==> src/hdl/usb_pin_pkg.sv <==
// Shared constants and types for the USB transceiver pin logic.
package usb_pin_pkg;

  // System clock period in nanoseconds.
  localparam int CLK_PERIOD_NS = 4;

  // Power-on pulse width, rounded up to whole cycles.
  localparam int POR_PULSE_WIDTH_NS = 200;
  localparam int POR_PULSE_CYCLES_I = (POR_PULSE_WIDTH_NS + CLK_PERIOD_NS - 1) / CLK_PERIOD_NS;
  localparam logic [11:0] POR_PULSE_CYCLES = POR_PULSE_CYCLES_I[11:0];

  // Supply dip that re-arms the power-on pulse; longer than this re-arms.
  localparam int DIP_LIMIT_NS = 11000;
  localparam int DIP_LIMIT_CYCLES_I = (DIP_LIMIT_NS + CLK_PERIOD_NS - 1) / CLK_PERIOD_NS;
  localparam logic [11:0] DIP_LIMIT_CYCLES = DIP_LIMIT_CYCLES_I[11:0];

  // Two-wire bus address with the select bit clear.
  localparam logic [6:0] BUS_ADDR_BASE = 7'h2C;

  // Register byte offsets.
  localparam logic [7:0] CTRL_OFFSET = 8'h00;
  localparam logic [7:0] STATUS_OFFSET = 8'h04;

  // Control register fields and reset value.
  localparam int CTRL_ENCODED_BIT = 0;
  localparam int CTRL_SUSPEND_BIT = 1;
  localparam int CTRL_PUMP_EN_BIT = 2;
  localparam int CTRL_PUMP_ON_BIT = 3;
  localparam logic [3:0] CTRL_RESET = 4'h0;

  // Status register fields.
  localparam int STAT_ADDR_SEL_BIT = 0;
  localparam int STAT_POR_BIT = 1;
  localparam int STAT_RECEIVE_BIT = 2;
  localparam int STAT_DEV_RESET_BIT = 3;
  localparam int STAT_BUS_ADDR_LSB = 8;

  // Power-on pulse generator states.
  typedef enum logic [1:0] {
    POR_ARMED,
    POR_PULSING,
    POR_RUNNING
  } por_state_t;

endpackage : usb_pin_pkg

==> src/hdl/por_pulse_gen.sv <==
// Power-on reset pulse generator with supply dip filter.
`timescale 1ns/100ps
module por_pulse_gen
  import usb_pin_pkg::*;
(
  input wire logic sys_clk,
  input wire logic rst,
  input wire logic supplyOk,
  output logic porPulse
);

  por_state_t state;
  logic [11:0] pulseCount;
  logic [11:0] lowCount;

  // Pulse starts on supply above trip while armed; long dips re-arm.
  always_ff @(posedge sys_clk)
  begin
    if (rst)
    begin
      state <= POR_ARMED;
      porPulse <= 1'b0;
      pulseCount <= 12'h000;
      lowCount <= 12'h000;
    end
    else
    begin
      if (supplyOk)
      begin
        lowCount <= 12'h000;
      end
      else if (lowCount != 12'hFFF)
      begin
        lowCount <= lowCount + 12'h001;
      end
      case (state)
        POR_ARMED:
        begin
          if (supplyOk)
          begin
            state <= POR_PULSING;
            porPulse <= 1'b1;
            pulseCount <= 12'h001;
          end
        end
        POR_PULSING:
        begin
          if (pulseCount >= POR_PULSE_CYCLES)
          begin
            state <= POR_RUNNING;
            porPulse <= 1'b0;
          end
          else
          begin
            pulseCount <= pulseCount + 12'h001;
          end
        end
        default:
        begin
          // Only a dip longer than the limit re-arms; shorter ones are ignored.
          if (!supplyOk && lowCount >= DIP_LIMIT_CYCLES)
          begin
            state <= POR_ARMED;
          end
        end
      endcase
    end
  end

endmodule : por_pulse_gen

==> src/hdl/addr_strap_latch.sv <==
// Address-select strap latch taken on the external reset release.
`timescale 1ns/100ps
module addr_strap_latch
  import usb_pin_pkg::*;
(
  input wire logic sys_clk,
  input wire logic rst,
  input wire logic porPulse,
  input wire logic extResetN,
  input wire logic strapIn,
  output logic addrSelect
);

  logic prevResetN;

  // Remembers the reset pin to find its rising edge.
  always_ff @(posedge sys_clk)
  begin
    if (rst)
    begin
      prevResetN <= 1'b1;
    end
    else
    begin
      prevResetN <= extResetN;
    end
  end

  // Power-on clears the bit and wins over a reset pin rising edge, which otherwise samples the strap.
  always_ff @(posedge sys_clk)
  begin
    if (rst || porPulse)
    begin
      addrSelect <= 1'b0;
    end
    else if (extResetN && !prevResetN)
    begin
      addrSelect <= strapIn;
    end
  end

endmodule : addr_strap_latch

==> src/hdl/otg_pin_logic.sv <==
// Pin mapping logic of a full/low-speed USB transceiver with register access.
//
// What this block does
// - Single-ended mode, enabled, not suspended: each line follows its own input.
// - Encoded mode drives data and its complement; single-ended passes both inputs.
// - Encoded mode, not suspended, with force-zero high drives both lines low.
// - In suspend the data/plus input drives both lines, in any mode.
// - Driver floats while output enable is high or any reset is active.
// - Encoded receive puts the differential result on data pin and receive output.
// - Single-ended receive puts the differential result only on receive output.
// - Encoded receive flags zero on both lines low; equal lines hold the last value.
// - Single-ended receive mirrors each line; equal lines hold the differential result.
// - Encoded suspend: data follows plus line, zero flag on both lines low.
// - An internal power-on pulse of 200 ns starts when the supply rises.
// - Only supply dips longer than 11 us start a new power-on pulse.
// - The reset pin rising edge samples the strap pin into the select bit.
// - Bus address is 2C hex with select low and 2D hex with it high.
// - After power-on the select bit is zero until a reset edge samples.
// - Pump switch is active high with select low and active low with it high.
// - Pump switch pin is driven only while its enable bit is one.
// - Suspend powers down the differential receiver; single-ended receivers stay.
//
// Local design decisions: the register addresses and register access over Wishbone.
`timescale 1ns/100ps
module otg_pin_logic
  import usb_pin_pkg::*;
(
  input wire logic sys_clk,
  input wire logic rst,
  // Classic Wishbone slave.
  input wire logic wbCyc,
  input wire logic wbStb,
  input wire logic wbWe,
  input wire logic [7:0] wbAdr,
  input wire logic [3:0] wbSel,
  input wire logic [31:0] wbDatWr,
  output logic [31:0] wbDatRd,
  output logic wbAck,
  // Controller side.
  input wire logic extResetN,
  input wire logic outEnableN,
  input wire logic dataOrPlusPinIn,
  output logic dataOrPlusPinOut,
  output logic dataOrPlusPinOe,
  input wire logic zeroOrMinusPinIn,
  output logic zeroOrMinusPinOut,
  output logic zeroOrMinusPinOe,
  output logic diffReceiveOut,
  input wire logic addrStrapSwitchPinIn,
  output logic addrStrapSwitchPinOut,
  output logic addrStrapSwitchPinOe,
  // Supply detector: high while the core supply is above the trip level.
  input wire logic supplyOk,
  // Bus lines.
  input wire logic dpIn,
  output logic dpOut,
  output logic dpOe,
  input wire logic dmIn,
  output logic dmOut,
  output logic dmOe
);

  // Control register and its named bits.
  logic [3:0] ctrl;
  logic encodedIfSelect;
  logic suspend;
  logic pumpSwitchOutEn;
  logic pumpSwitchOn;
  // Internal resets and the latched select bit.
  logic porPulse;
  logic addrSelect;
  logic deviceReset;
  logic driverActive;
  // Transmit and receive selection.
  logic next_dpOut;
  logic next_dmOut;
  logic linesDiffer;
  logic next_receive;
  logic next_dataOut;
  logic next_zeroOut;
  // Register access.
  logic [6:0] busAddress;
  logic wbReq;
  logic [31:0] statusWord;

  // Control bits as named views of the control register.
  assign encodedIfSelect = ctrl[CTRL_ENCODED_BIT];
  assign suspend = ctrl[CTRL_SUSPEND_BIT];
  assign pumpSwitchOutEn = ctrl[CTRL_PUMP_EN_BIT];
  assign pumpSwitchOn = ctrl[CTRL_PUMP_ON_BIT];

  // Power-on pulse generation and dip filtering.
  por_pulse_gen u_por (
    .sys_clk(sys_clk),
    .rst(rst),
    .supplyOk(supplyOk),
    .porPulse(porPulse)
  );

  // Address-select strap latch.
  // The strap is taken from the pin's input side, whatever drives it at that moment.
  addr_strap_latch u_strap (
    .sys_clk(sys_clk),
    .rst(rst),
    .porPulse(porPulse),
    .extResetN(extResetN),
    .strapIn(addrStrapSwitchPinIn),
    .addrSelect(addrSelect)
  );

  // The select bit forms the address LSB.
  assign busAddress = BUS_ADDR_BASE | {6'h00, addrSelect};

  // Device reset combines the reset pin with the internal power-on pulse.
  // It only floats the line drivers; receive paths and registers keep running.
  assign deviceReset = !extResetN || porPulse;
  assign driverActive = !deviceReset && !outEnableN;

  // Transmit line selection, evaluated directly from inputs and bits.
  // Suspend is tested first: it overrides the mode, so force-zero has no effect there.
  // The defaults are the single-ended case, where each line copies its own input.
  always_comb
  begin
    next_dpOut = dataOrPlusPinIn;
    next_dmOut = zeroOrMinusPinIn;
    if (suspend)
    begin
      // Both lines copy the data input; the mode bit is ignored.
      next_dpOut = dataOrPlusPinIn;
      next_dmOut = dataOrPlusPinIn;
    end
    else if (encodedIfSelect)
    begin
      if (zeroOrMinusPinIn)
      begin
        // Force-zero wins over the data input.
        next_dpOut = 1'b0;
        next_dmOut = 1'b0;
      end
      else
      begin
        // Data and its complement form the differential pair.
        next_dpOut = dataOrPlusPinIn;
        next_dmOut = !dataOrPlusPinIn;
      end
    end
  end

  // Bus line data, registered from the transmit selection.
  always_ff @(posedge sys_clk)
  begin
    if (rst)
    begin
      dpOut <= 1'b0;
      dmOut <= 1'b0;
    end
    else
    begin
      dpOut <= next_dpOut;
      dmOut <= next_dmOut;
    end
  end

  // Bus line enables; either reset source floats both lines together at the next clock edge.
  always_ff @(posedge sys_clk)
  begin
    if (rst)
    begin
      dpOe <= 1'b0;
      dmOe <= 1'b0;
    end
    else
    begin
      dpOe <= driverActive;
      dmOe <= driverActive;
    end
  end

  // Differential result: follows DP while the lines differ, else holds.
  // In suspend the differential receiver is off and the result just holds.
  // Equal lines, both low or both high, carry no differential information.
  assign linesDiffer = dpIn != dmIn;
  assign next_receive = (!suspend && linesDiffer) ? dpIn : diffReceiveOut;

  // Receive pin selection for both interface modes and suspend.
  // Single-ended mode mirrors each line in every suspend state.
  always_comb
  begin
    next_dataOut = dpIn;
    next_zeroOut = dmIn;
    if (encodedIfSelect)
    begin
      // The received-zero flag is set only for both lines low.
      next_zeroOut = !dpIn && !dmIn;
      if (suspend)
      begin
        next_dataOut = dpIn;
      end
      else
      begin
        next_dataOut = next_receive;
      end
    end
  end

  // Held differential output, updated from the bus lines.
  always_ff @(posedge sys_clk)
  begin
    if (rst)
    begin
      diffReceiveOut <= 1'b0;
    end
    else
    begin
      diffReceiveOut <= next_receive;
    end
  end

  // Controller-side pin data from the receive selection.
  always_ff @(posedge sys_clk)
  begin
    if (rst)
    begin
      dataOrPlusPinOut <= 1'b0;
      zeroOrMinusPinOut <= 1'b0;
    end
    else
    begin
      dataOrPlusPinOut <= next_dataOut;
      zeroOrMinusPinOut <= next_zeroOut;
    end
  end

  // Controller-side pins turn round with the active-low output enable.
  // While the controller transmits, it owns these pins and they float here.
  always_ff @(posedge sys_clk)
  begin
    if (rst)
    begin
      dataOrPlusPinOe <= 1'b0;
      zeroOrMinusPinOe <= 1'b0;
    end
    else
    begin
      dataOrPlusPinOe <= outEnableN;
      zeroOrMinusPinOe <= outEnableN;
    end
  end

  // Pump switch level; the select bit sets its polarity.
  // Without a reset pin pulse the select bit stays low, so active high.
  always_ff @(posedge sys_clk)
  begin
    if (rst)
    begin
      addrStrapSwitchPinOut <= 1'b0;
    end
    else
    begin
      addrStrapSwitchPinOut <= pumpSwitchOn ^ addrSelect;
    end
  end

  // Pump switch driver enable; while it is low the shared pin is only an input.
  always_ff @(posedge sys_clk)
  begin
    if (rst)
    begin
      addrStrapSwitchPinOe <= 1'b0;
    end
    else
    begin
      addrStrapSwitchPinOe <= pumpSwitchOutEn;
    end
  end

  // Read view of the block state.
  // The bus address is read back so software can see the latched select bit.
  always_comb
  begin
    statusWord = 32'h0000_0000;
    statusWord[STAT_ADDR_SEL_BIT] = addrSelect;
    statusWord[STAT_POR_BIT] = porPulse;
    statusWord[STAT_RECEIVE_BIT] = diffReceiveOut;
    statusWord[STAT_DEV_RESET_BIT] = deviceReset;
    statusWord[STAT_BUS_ADDR_LSB +: 7] = busAddress;
  end

  // Wishbone handshake: one wait cycle, then ack for one cycle.
  // Ack is a registered pulse, so it never runs on into the next request.
  assign wbReq = wbCyc && wbStb;

  always_ff @(posedge sys_clk)
  begin
    if (rst)
    begin
      wbAck <= 1'b0;
    end
    else
    begin
      wbAck <= wbReq && !wbAck;
    end
  end

  // Read data captured with the ack; unmapped offsets read zero.
  // Loading on the taking edge means the data stand when ack is sampled.
  always_ff @(posedge sys_clk)
  begin
    if (rst)
    begin
      wbDatRd <= 32'h0000_0000;
    end
    else if (wbReq && !wbAck && !wbWe)
    begin
      if (wbAdr == CTRL_OFFSET)
      begin
        wbDatRd <= {28'h0000000, ctrl};
      end
      else if (wbAdr == STATUS_OFFSET)
      begin
        wbDatRd <= statusWord;
      end
      else
      begin
        wbDatRd <= 32'h0000_0000;
      end
    end
  end

  // Control register write at the edge where the master sees ack.
  // Only byte lane 0 holds control bits; the other lanes are ignored.
  always_ff @(posedge sys_clk)
  begin
    if (rst)
    begin
      ctrl <= CTRL_RESET;
    end
    else if (wbReq && wbAck && wbWe && wbSel[0])
    begin
      if (wbAdr == CTRL_OFFSET)
      begin
        ctrl <= wbDatWr[3:0];
      end
    end
  end

endmodule : otg_pin_logic

==> config.mk <==
export PLATFORM = sky130hd
export DESIGN_NAME = otg_pin_logic
export DESIGN_NICKNAME = d
export VERILOG_FILES = /design/src/hdl/usb_pin_pkg.sv /design/src/hdl/por_pulse_gen.sv /design/src/hdl/addr_strap_latch.sv /design/src/hdl/otg_pin_logic.sv
export SDC_FILE = /design/constraint.sdc
export NUM_CORES = 1
export LEC_CHECK = 0
export BUFFER_PORTS_ARGS = -buffer_cell sky130_fd_sc_hd__clkbuf_2
export CELL_PAD_IN_SITES_DETAIL_PLACEMENT = 1
export CELL_PAD_IN_SITES_GLOBAL_PLACEMENT = 2
export CORE_MARGIN = 8
export CORE_UTILIZATION = 27
export DETAILED_ROUTE_END_ITERATION = 12
export GPL_TIMING_DRIVEN = 1
export HOLD_SLACK_MARGIN = 0.06
export PLACE_DENSITY_LB_ADDON = 0.1
export SLEW_MARGIN = 20
export SYNTH_ARGS = -nofsm -noshare
export SYNTH_HDL_FRONTEND = slang
export SYNTH_SLANG_ARGS = --single-unit
==> constraint.sdc <==
create_clock -name sys_clk -period 2.12 [get_ports sys_clk]
set_input_delay 0.106 -clock sys_clk [delete_from_list [all_inputs] [get_ports sys_clk]]
set_output_delay 0.106 -clock sys_clk [all_outputs]
set_load 0.02 [all_outputs]
==> results of run 1 <==
==> critical path: cells and delay by family (launching register included) <==
kind	cells	cell delay, ns
and+or+nand+nor	2	0.39
DFF	1	0.34
buffers and inverters	1	0.04
AOI/OAI and AO/OA	2	0.70
adders and majority gates	1	0.19
==> logic make-up after synthesis <==
family	Yosys count	synth area share, %
xor gates and xnor gates	8	2.93
adders and majority gates	5	2.61
DFF	49	41.0
other	1	0.157
AOI/OAI and AO/OA	43	12.7
buffers and inverters	47	13.3
muxes	12	5.12
and+or+nand+nor	98	22.3
==> layout make-up <==
type,instances,area (um^2)
fillers,1081,5860
clock inverters,3,22.5
flip-flops and latches,49,981
repair buffers,64,398
well taps,108,135
multi-input cells,190,1180
clock buffers,5,68.8
inverters,9,33.8
==> registers in the layout (all words and copies together), names as in the netlist, 2 cells and up <==
| name | flops |
|---|---|
| u_por.state | 2 |
| u_por.lowCount | 12 |
| ctrl | 4 |
| wbDatRd | 6 |
| u_por.pulseCount | 12 |
==> per-layer routing <==
layer | global-route usage [%] | vias to the layer above | part of all wire, %
met2 | 17.3 | 38 | 46
met5 | 0 | - | 0
met1 | 13.0 | 897 | 47
met4 | 3.14 | 0 | 1.2
met3 | 2.56 | 7 | 5.6
li1 | - | 986 | -
==> power by group through the flow <==
stage               combinational (W)  sequential [W]  clock [W]
floorplan                    0.000189        0.000999          0
finish                       0.000252        0.000972   0.000577
detailed placement           0.000235        0.000994          0
global route                 0.000287        0.000979   0.000654
global placement             0.000234        0.000993          0
CTS                          0.000253        0.000973   0.000615
==> cells in the mapped netlist (all sizes together) (6+ instances only) <==
library cell,count,area share [%]
clkbuf,7,1.9
buf,31,9.9
a21oi,7,1.5
or3,6,1.6
nor2,30,4.7
o21ai,8,1.7
inv,9,1.4
dfxtp,49,41
nor2b,8,2.1
nand2,11,1.7
mux2i,10,4.2
and2,6,1.6
nor3,11,2.3
==> through the flow <==
step	hold WS (ns)	instance area (um^2)	setup slack (ns)	power (W)
6_report	0.0825	2820	0.342	0.00180
3_3_place_gp	0.299	2610	0.281	0.00123
3_5_place_dp	0.295	2610	0.231	0.00123
4_1_cts	0.0737	2820	0.205	0.00184
5_1_grt	0.0874	2820	0.0869	0.00192
2_1_floorplan	0.185	2480	0.459	0.00119
==> worst max-delay path by stage <==
| stage | slack (ns) | start | end | cells past startpoint |
|---|---|---|---|---|
| 2_1_floorplan | 0.46 | u_por.pulseCount[0]$_SDFFE_PP0P_ | u_por.pulseCount[1]$_SDFFE_PP0P_ | 7 |
| 3_3_place_gp | 0.28 | u_por.pulseCount[0]$_SDFFE_PP0P_ | u_por.pulseCount[1]$_SDFFE_PP0P_ | 6 |
| 3_5_place_dp | 0.23 | u_por.pulseCount[0]$_SDFFE_PP0P_ | u_por.pulseCount[1]$_SDFFE_PP0P_ | 6 |
| 4_1_cts | 0.21 | u_por.pulseCount[0]$_SDFFE_PP0P_ | u_por.pulseCount[1]$_SDFFE_PP0P_ | 6 |
| 5_1_grt | 0.09 | u_por.pulseCount[0]$_SDFFE_PP0P_ | u_por.pulseCount[1]$_SDFFE_PP0P_ | 6 |
| 6_report | 0.34 | u_por.pulseCount[0]$_SDFFE_PP0P_ | u_por.pulseCount[1]$_SDFFE_PP0P_ | 6 |
==> what timing repair did <==
| item | in CTS | in global routing |
|---|---|---|
| setup buffers | 0 | 0 |
| hold buffers | 12 | 0 |
| endpoints found under the hold margin | 11 | 0 |
| setup endpoints to repair | 0 | 1 |
| gates resized for setup | 0 | 1 |
==> results.rst, run 1 <==
.. list-table::
   :header-rows: 1

   * - Metric
     - Value
   * - Total Nets Final
     - 381
   * - Power per unit of standard cell area
     - 638 nW/um^2
   * - Main flop type after synthesis
     - sky130_fd_sc_hd__dfxtp_1
   * - Num rows
     - 34
   * - Antenna-violating nets left
     - 0
   * - Share of synthesized registers carrying an async set or reset
     - 0%
   * - Number of global-route vias before repair
     - between 2000 and 2500
   * - Number of port buffers
     - 45
   * - Number of cells on the worst reg-to-reg path
     - 6
   * - Pin count of the biggest net entering global routing
     - 24
   * - Commonest non-fill, non-tap cell in the layout
     - sky130_fd_sc_hd__dfxtp_1
   * - GRT Util Overall
     - 10.4%
   * - Final Util
     - 32.5%
   * - Leakage
     - around 1.2 nW
   * - Distinct cell type count after synthesis
     - 51
   * - Final standard cell count with taps included and fillers excluded
     - between 400 and 500
   * - Combinational power share
     - between 10% and 20%
   * - Peak fanout along the critical path
     - 9
   * - Startpoint kind of the worst setup timing path
     - flip-flop
   * - Crit-path max cell delay
     - around 0.36 ns
   * - Data arrival time of the worst path
     - just under 2 ns
   * - Total global routing overflow
     - 0
   * - Depth of the CTS H-tree
     - 2
   * - Final period util
     - between 80 and 90%
   * - Post-synthesis area per instance
     - approximately 9.1 um^2
   * - Seq pwr share
     - between 50% and 60%
   * - Number of cells produced by synthesis
     - around 260
   * - Pins Over Slew Limit
     - 0
   * - Headroom to the max-slew limit
     - 64.4%
   * - Number of top-level pins
     - about 100
   * - X dimension of the die
     - around 110 um
   * - Ordered list of cells on the worst path
     - inv_1 > ha_1 > nor4_1 > o2111a_2 > nor3_1 > a2111oi_0
   * - Clock-pin slew of the registers on the worst-case setup and hold paths
     - roughly 0.090 ns
   * - Number of remaining DRC errors
     - 0
   * - Worst-case clock buffer depth
     - 2
   * - Average wire length per cell after detail routing
     - around 14 um
   * - Design internal power
     - between 0.001 and 0.0015 W
   * - Register-to-register setup slack
     - 0.34 ns
   * - Category of the worst setup path capture point
     - flip-flop
   * - Critical setup path kind
     - reg2reg
   * - Clock latency reported for the late side of the worst-skew pair
     - around 0.31 ns
   * - First DRT Iteration DRCs
     - 32
   * - Required time at the endpoint of the critical path
     - ~2.3 ns
   * - Final-report setup violation count
     - 0
   * - VDD IR max
     - 0.218 mV
   * - Hold Crit Start
     - dpIn
   * - Switching component of the power
     - ~0.00052 W
   * - Area Growth Syn to Fin
     - 17.9%
   * - Hold violation count in the final report
     - 0
   * - Starting Density
     - between 20 and 30%
   * - Via/cell ratio
     - roughly 4.5
   * - Switching part of the total power
     - between 20% and 30%
   * - Weighted congestion at the end of routability-driven global placement
     - just under 0.7
   * - Number of antenna repair diodes
     - 0
   * - WL final
     - 6.05 mm
   * - Iteration count of the initial detailed-routing pass
     - 4
   * - Clock tree from TritonCTS
     - yes
   * - Number of cells after detailed placement
     - 408
   * - HPWL after detailed placement
     - 4.44 mm
   * - Crit path time final
     - about 1.8 ns
   * - Die outline area
     - approximately 12000 um^2
   * - Max-cap violations
     - 0
   * - Core Area
     - ~8700 um^2
   * - Class of the worst hold path
     - in2reg
   * - Final setup TNS
     - 0 ns
   * - Count of flip-flops with a built-in enable after synthesis
     - 0
   * - Setup repair after global routing missed its margin
     - no
   * - First-pass GRT wire length
     - about 10 mm
   * - Destination of the worst hold path
     - diffReceiveOut$_SDFF_PP0_
   * - Number of warnings issued by yosys
     - 0
   * - Number of antenna violations at the first check in global routing
     - 0
   * - End of the worst register-to-register path
     - u_por.pulseCount[1]$_SDFFE_PP0P_
   * - Master cell of the clock root buffer
     - sky130_fd_sc_hd__clkbuf_8
   * - Transition time of the tightest slew-check pin
     - about 0.53 ns
   * - FMAX
     - 562 MHz
   * - FF+latch count, synth
     - 49
   * - CTS buffer count
     - 5
   * - Hold path depth
     - 3
   * - Fraction of layout cells with a size suffix above 1
     - 21.6%
   * - Top library cells by usage in the layout, fill and taps aside
     - sky130_fd_sc_hd__dfxtp_1, sky130_fd_sc_hd__clkbuf_2, sky130_fd_sc_hd__nor2_1
   * - Sink Count
     - slightly below 50
   * - Start of the worst register-to-register path
     - u_por.pulseCount[0]$_SDFFE_PP0P_
   * - Setup skew after layout
     - 0.0106 ns
   * - Sequential cell area fraction in the yosys report
     - between 40 and 50%
   * - Run status
     - finished, final reports clean
   * - Routed vias
     - around 1900
   * - Floorplan die height
     - around 110 um
   * - Synth Cell Area
     - between 2000 and 2500 um^2
   * - Worst-path cell with the longest stage delay
     - sky130_fd_sc_hd__o2111a_2
   * - Clock Power Share
     - between 30% and 40%
Power figures use the tool's default switching activity.
==> inputs of run 2 (changes only) <==
Clock period 2.12 ns to 1.8 ns, I/O delays scaled along.
==> run 2 against run 1 <==
Global-route usage shrank 0.13 points. Clock-buffer cell count grew 2. Cell count rose by 3.0%. Via count increased by 3.4%. Utilization grew 1.5 points.
==> results.rst, run 2 (same netlist as run 1, synthesis figures left out) <==
.. list-table::
   :header-rows: 1

   * - Metric
     - Value
   * - VDD IR max
     - around 0.35 mV
   * - Starting Density
     - approximately 28%
   * - Average wire length per cell after detail routing
     - about 14 um
   * - Number of cells on the worst reg-to-reg path
     - 6
   * - Category of the worst setup path capture point
     - flip-flop
   * - Run status
     - finished, final reports clean
   * - Critical setup path kind
     - reg2reg
   * - Final setup TNS
     - 0 ns
   * - Seq pwr share
     - approximately half
   * - GRT Util Overall
     - 10.3%
   * - Clock Power Share
     - a little over a third
   * - Power per unit of standard cell area
     - between 700 and 800 nW/um^2
   * - Design internal power
     - around 0.0017 W
   * - Data arrival time of the worst path
     - between 1.5 and 2 ns
   * - Total Nets Final
     - approximately 400
   * - Switching component of the power
     - between 0.0005 and 0.0006 W
   * - Final standard cell count with taps included and fillers excluded
     - approximately 440
   * - Clock-pin slew of the registers on the worst-case setup and hold paths
     - ~0.090 ns
   * - Launch point of the worst path
     - u_por.pulseCount[0]$_SDFFE_PP0P_
   * - End of the worst register-to-register path
     - u_por.pulseCount[1]$_SDFFE_PP0P_
   * - Start of the worst register-to-register path
     - u_por.pulseCount[0]$_SDFFE_PP0P_
   * - Power consumption
     - between 0.002 and 0.0025 W
   * - Number of antenna violations at the first check in global routing
     - 0
   * - First-pass GRT wire length
     - 10.1 mm
   * - Switching part of the total power
     - between 20% and 30%
   * - Combinational power share
     - between 10 and 15%
   * - Max-cap violations
     - 0
   * - Antenna-violating nets left
     - 0
   * - Clock latency reported for the late side of the worst-skew pair
     - 0.30 ns
   * - Ordered list of cells on the worst path
     - inv_1 > ha_1 > nor4_2 > o2111a_2 > nor3_1 > a2111oi_1
   * - Setup skew after layout
     - 0.0105 ns
   * - Via/cell ratio
     - about 4.5
   * - Required time at the endpoint of the critical path
     - around 2.0 ns
   * - Leakage
     - between 1 and 1.5 nW
   * - Filler cells
     - approximately 1100
   * - Crit path time final
     - ~1.6 ns
   * - Worst slack, placed
     - approximately 0.025 ns
   * - Worst-path cell with the longest stage delay
     - sky130_fd_sc_hd__a2111oi_1
   * - Worst-case clock buffer depth
     - 2
   * - Master cell of the clock root buffer
     - sky130_fd_sc_hd__clkbuf_8
   * - Pins Over Slew Limit
     - 0
   * - Core Area
     - roughly 8700 um^2
   * - X dimension of the die
     - 110 um
   * - Headroom to the max-slew limit
     - 61.9%
   * - Weighted congestion at the end of routability-driven global placement
     - around 0.68
   * - Clock tree from TritonCTS
     - yes
   * - Class of the worst hold path
     - in2reg
   * - Register-to-register setup slack
     - approximately 0.16 ns
   * - Final Util
     - between 30% and 40%
   * - Num rows
     - 34
   * - Fraction of layout cells with a size suffix above 1
     - 24.9%
   * - FMAX
     - just over 600 MHz
   * - Crit-path max cell delay
     - between 0.3 and 0.4 ns
   * - Hold violation count in the final report
     - 0
   * - Iteration count of the initial detailed-routing pass
     - 4
   * - Number of cells after detailed placement
     - between 400 and 500
   * - Sink Count
     - between 40 and 50
   * - Pin count of the biggest net entering global routing
     - 22
   * - Final worst slack
     - 0.162 ns
   * - Final-report setup violation count
     - 0
   * - Number of top-level pins
     - 101
   * - Number of remaining DRC errors
     - 0
   * - Floorplan die height
     - ~110 um
   * - Biggest regs
     - u_por.lowCount: 12 flops, u_por.pulseCount: 12 flops, wbDatRd: 6 flops
   * - Global routing usage on met3
     - about 2.6%
   * - Transition time of the tightest slew-check pin
     - ~0.57 ns
   * - Depth of the CTS H-tree
     - 2
   * - Commonest non-fill, non-tap cell in the layout
     - sky130_fd_sc_hd__dfxtp_1
   * - HPWL after detailed placement
     - between 4 and 5 mm
   * - Post-CTS setup buffers
     - 0
   * - Routed vias
     - 1993
   * - Number of antenna repair diodes
     - 0
   * - Startpoint kind of the worst setup timing path
     - flip-flop
   * - Peak fanout along the critical path
     - 6
   * - Number of global-route vias before repair
     - 2058
   * - CTS buffer count
     - 5
   * - Global-route met2 utilization
     - 16.9%
   * - WL final
     - 6.04 mm
   * - Final period util
     - 91.0%
   * - Top library cells by usage in the layout, fill and taps aside
     - sky130_fd_sc_hd__dfxtp_1, sky130_fd_sc_hd__clkbuf_2, sky130_fd_sc_hd__nor2_1
   * - Met1 Resource Use GR
     - 13.1%
   * - Total global routing overflow
     - 0
   * - Number of port buffers
     - between 40 and 50
   * - Most crowded layer after global routing
     - met2
   * - First DRT Iteration DRCs
     - 34
   * - Setup repair after global routing missed its margin
     - no
   * - Area Growth Syn to Fin
     - 23.4%
   * - Die outline area
     - between 10000 and 15000 um^2
   * - Endpoint of the most critical setup path
     - u_por.pulseCount[1]$_SDFFE_PP0P_
==> run 2: cell count changes in the layout (fill, tap and decap cells not counted), sizes merged <==
cell      change
bufinv        +1
clkinvlp      -3
clkbuf        +2
buf          +13
==> run 2: what timing repair did <==
action	4_1_cts	5_1_grt
endpoints found under the hold margin	11	0
hold buffers	12	0
setup endpoints to repair	1	5
pin swaps	0	0
resized for setup	1	3
==> run 2: worst min-delay path by stage <==
stage	start	to	slack, ns	cells after the start
final	dpIn	diffReceiveOut$_SDFF_PP0_	0.07	3
after global routing	dpIn	diffReceiveOut$_SDFF_PP0_	0.07	3
after CTS	dpIn	diffReceiveOut$_SDFF_PP0_	0.07	3
after detailed placement	outEnableN	dmOe$_SDFF_PP0_	0.28	2
after global placement	outEnableN	dmOe$_SDFF_PP0_	0.28	2
after floorplan	outEnableN	dmOe$_SDFF_PP0_	0.17	1
==> run 2: power by group through the flow <==
stage	clock (W)	combinational (W)	sequential, W
2_1_floorplan	0	0.000222	0.00118
3_3_place_gp	0	0.000285	0.00117
3_5_place_dp	0	0.000287	0.00117
4_1_cts	0.000868	0.000310	0.00115
5_1_grt	0.000910	0.000353	0.00115
6_report	0.000826	0.000312	0.00115
==> run 2: critical path, delay by kind of cell, from the launching register on <==
family	cells	cell delay (ns)
AOI/OAI and AO/OA	2	0.66
DFF	1	0.35
and+or+nand+nor	2	0.26
adders and majority gates	1	0.20
buffers and inverters	1	0.05
==> run 2: final cells by class <==
class	instances	area (um^2)	area share (%)
multi-input combinational	190	1190	40.3
sequential	49	982	33.2
timing repair buffer	77	495	16.8
tap	108	135	4.57
clock buffer	7	86.3	2.92
inverter	9	33.8	1.14
clock inverter	1	30.0	1.02
==> run 2: stage by stage <==
step	area [um^2]	hold slack, ns
final	2950	0.0726
after floorplan	2480	0.169
after global routing	2950	0.0688
after CTS	2950	0.0661
after global placement	2710	0.281
after detailed placement	2710	0.279
==> run 2: metal layers <==
metal  vias to the layer above  wire length, um
met1                       938             2830
met2                        39             2830
met3                         6              308
li1                       1010                -
met5                         -                0
met4                         0               65
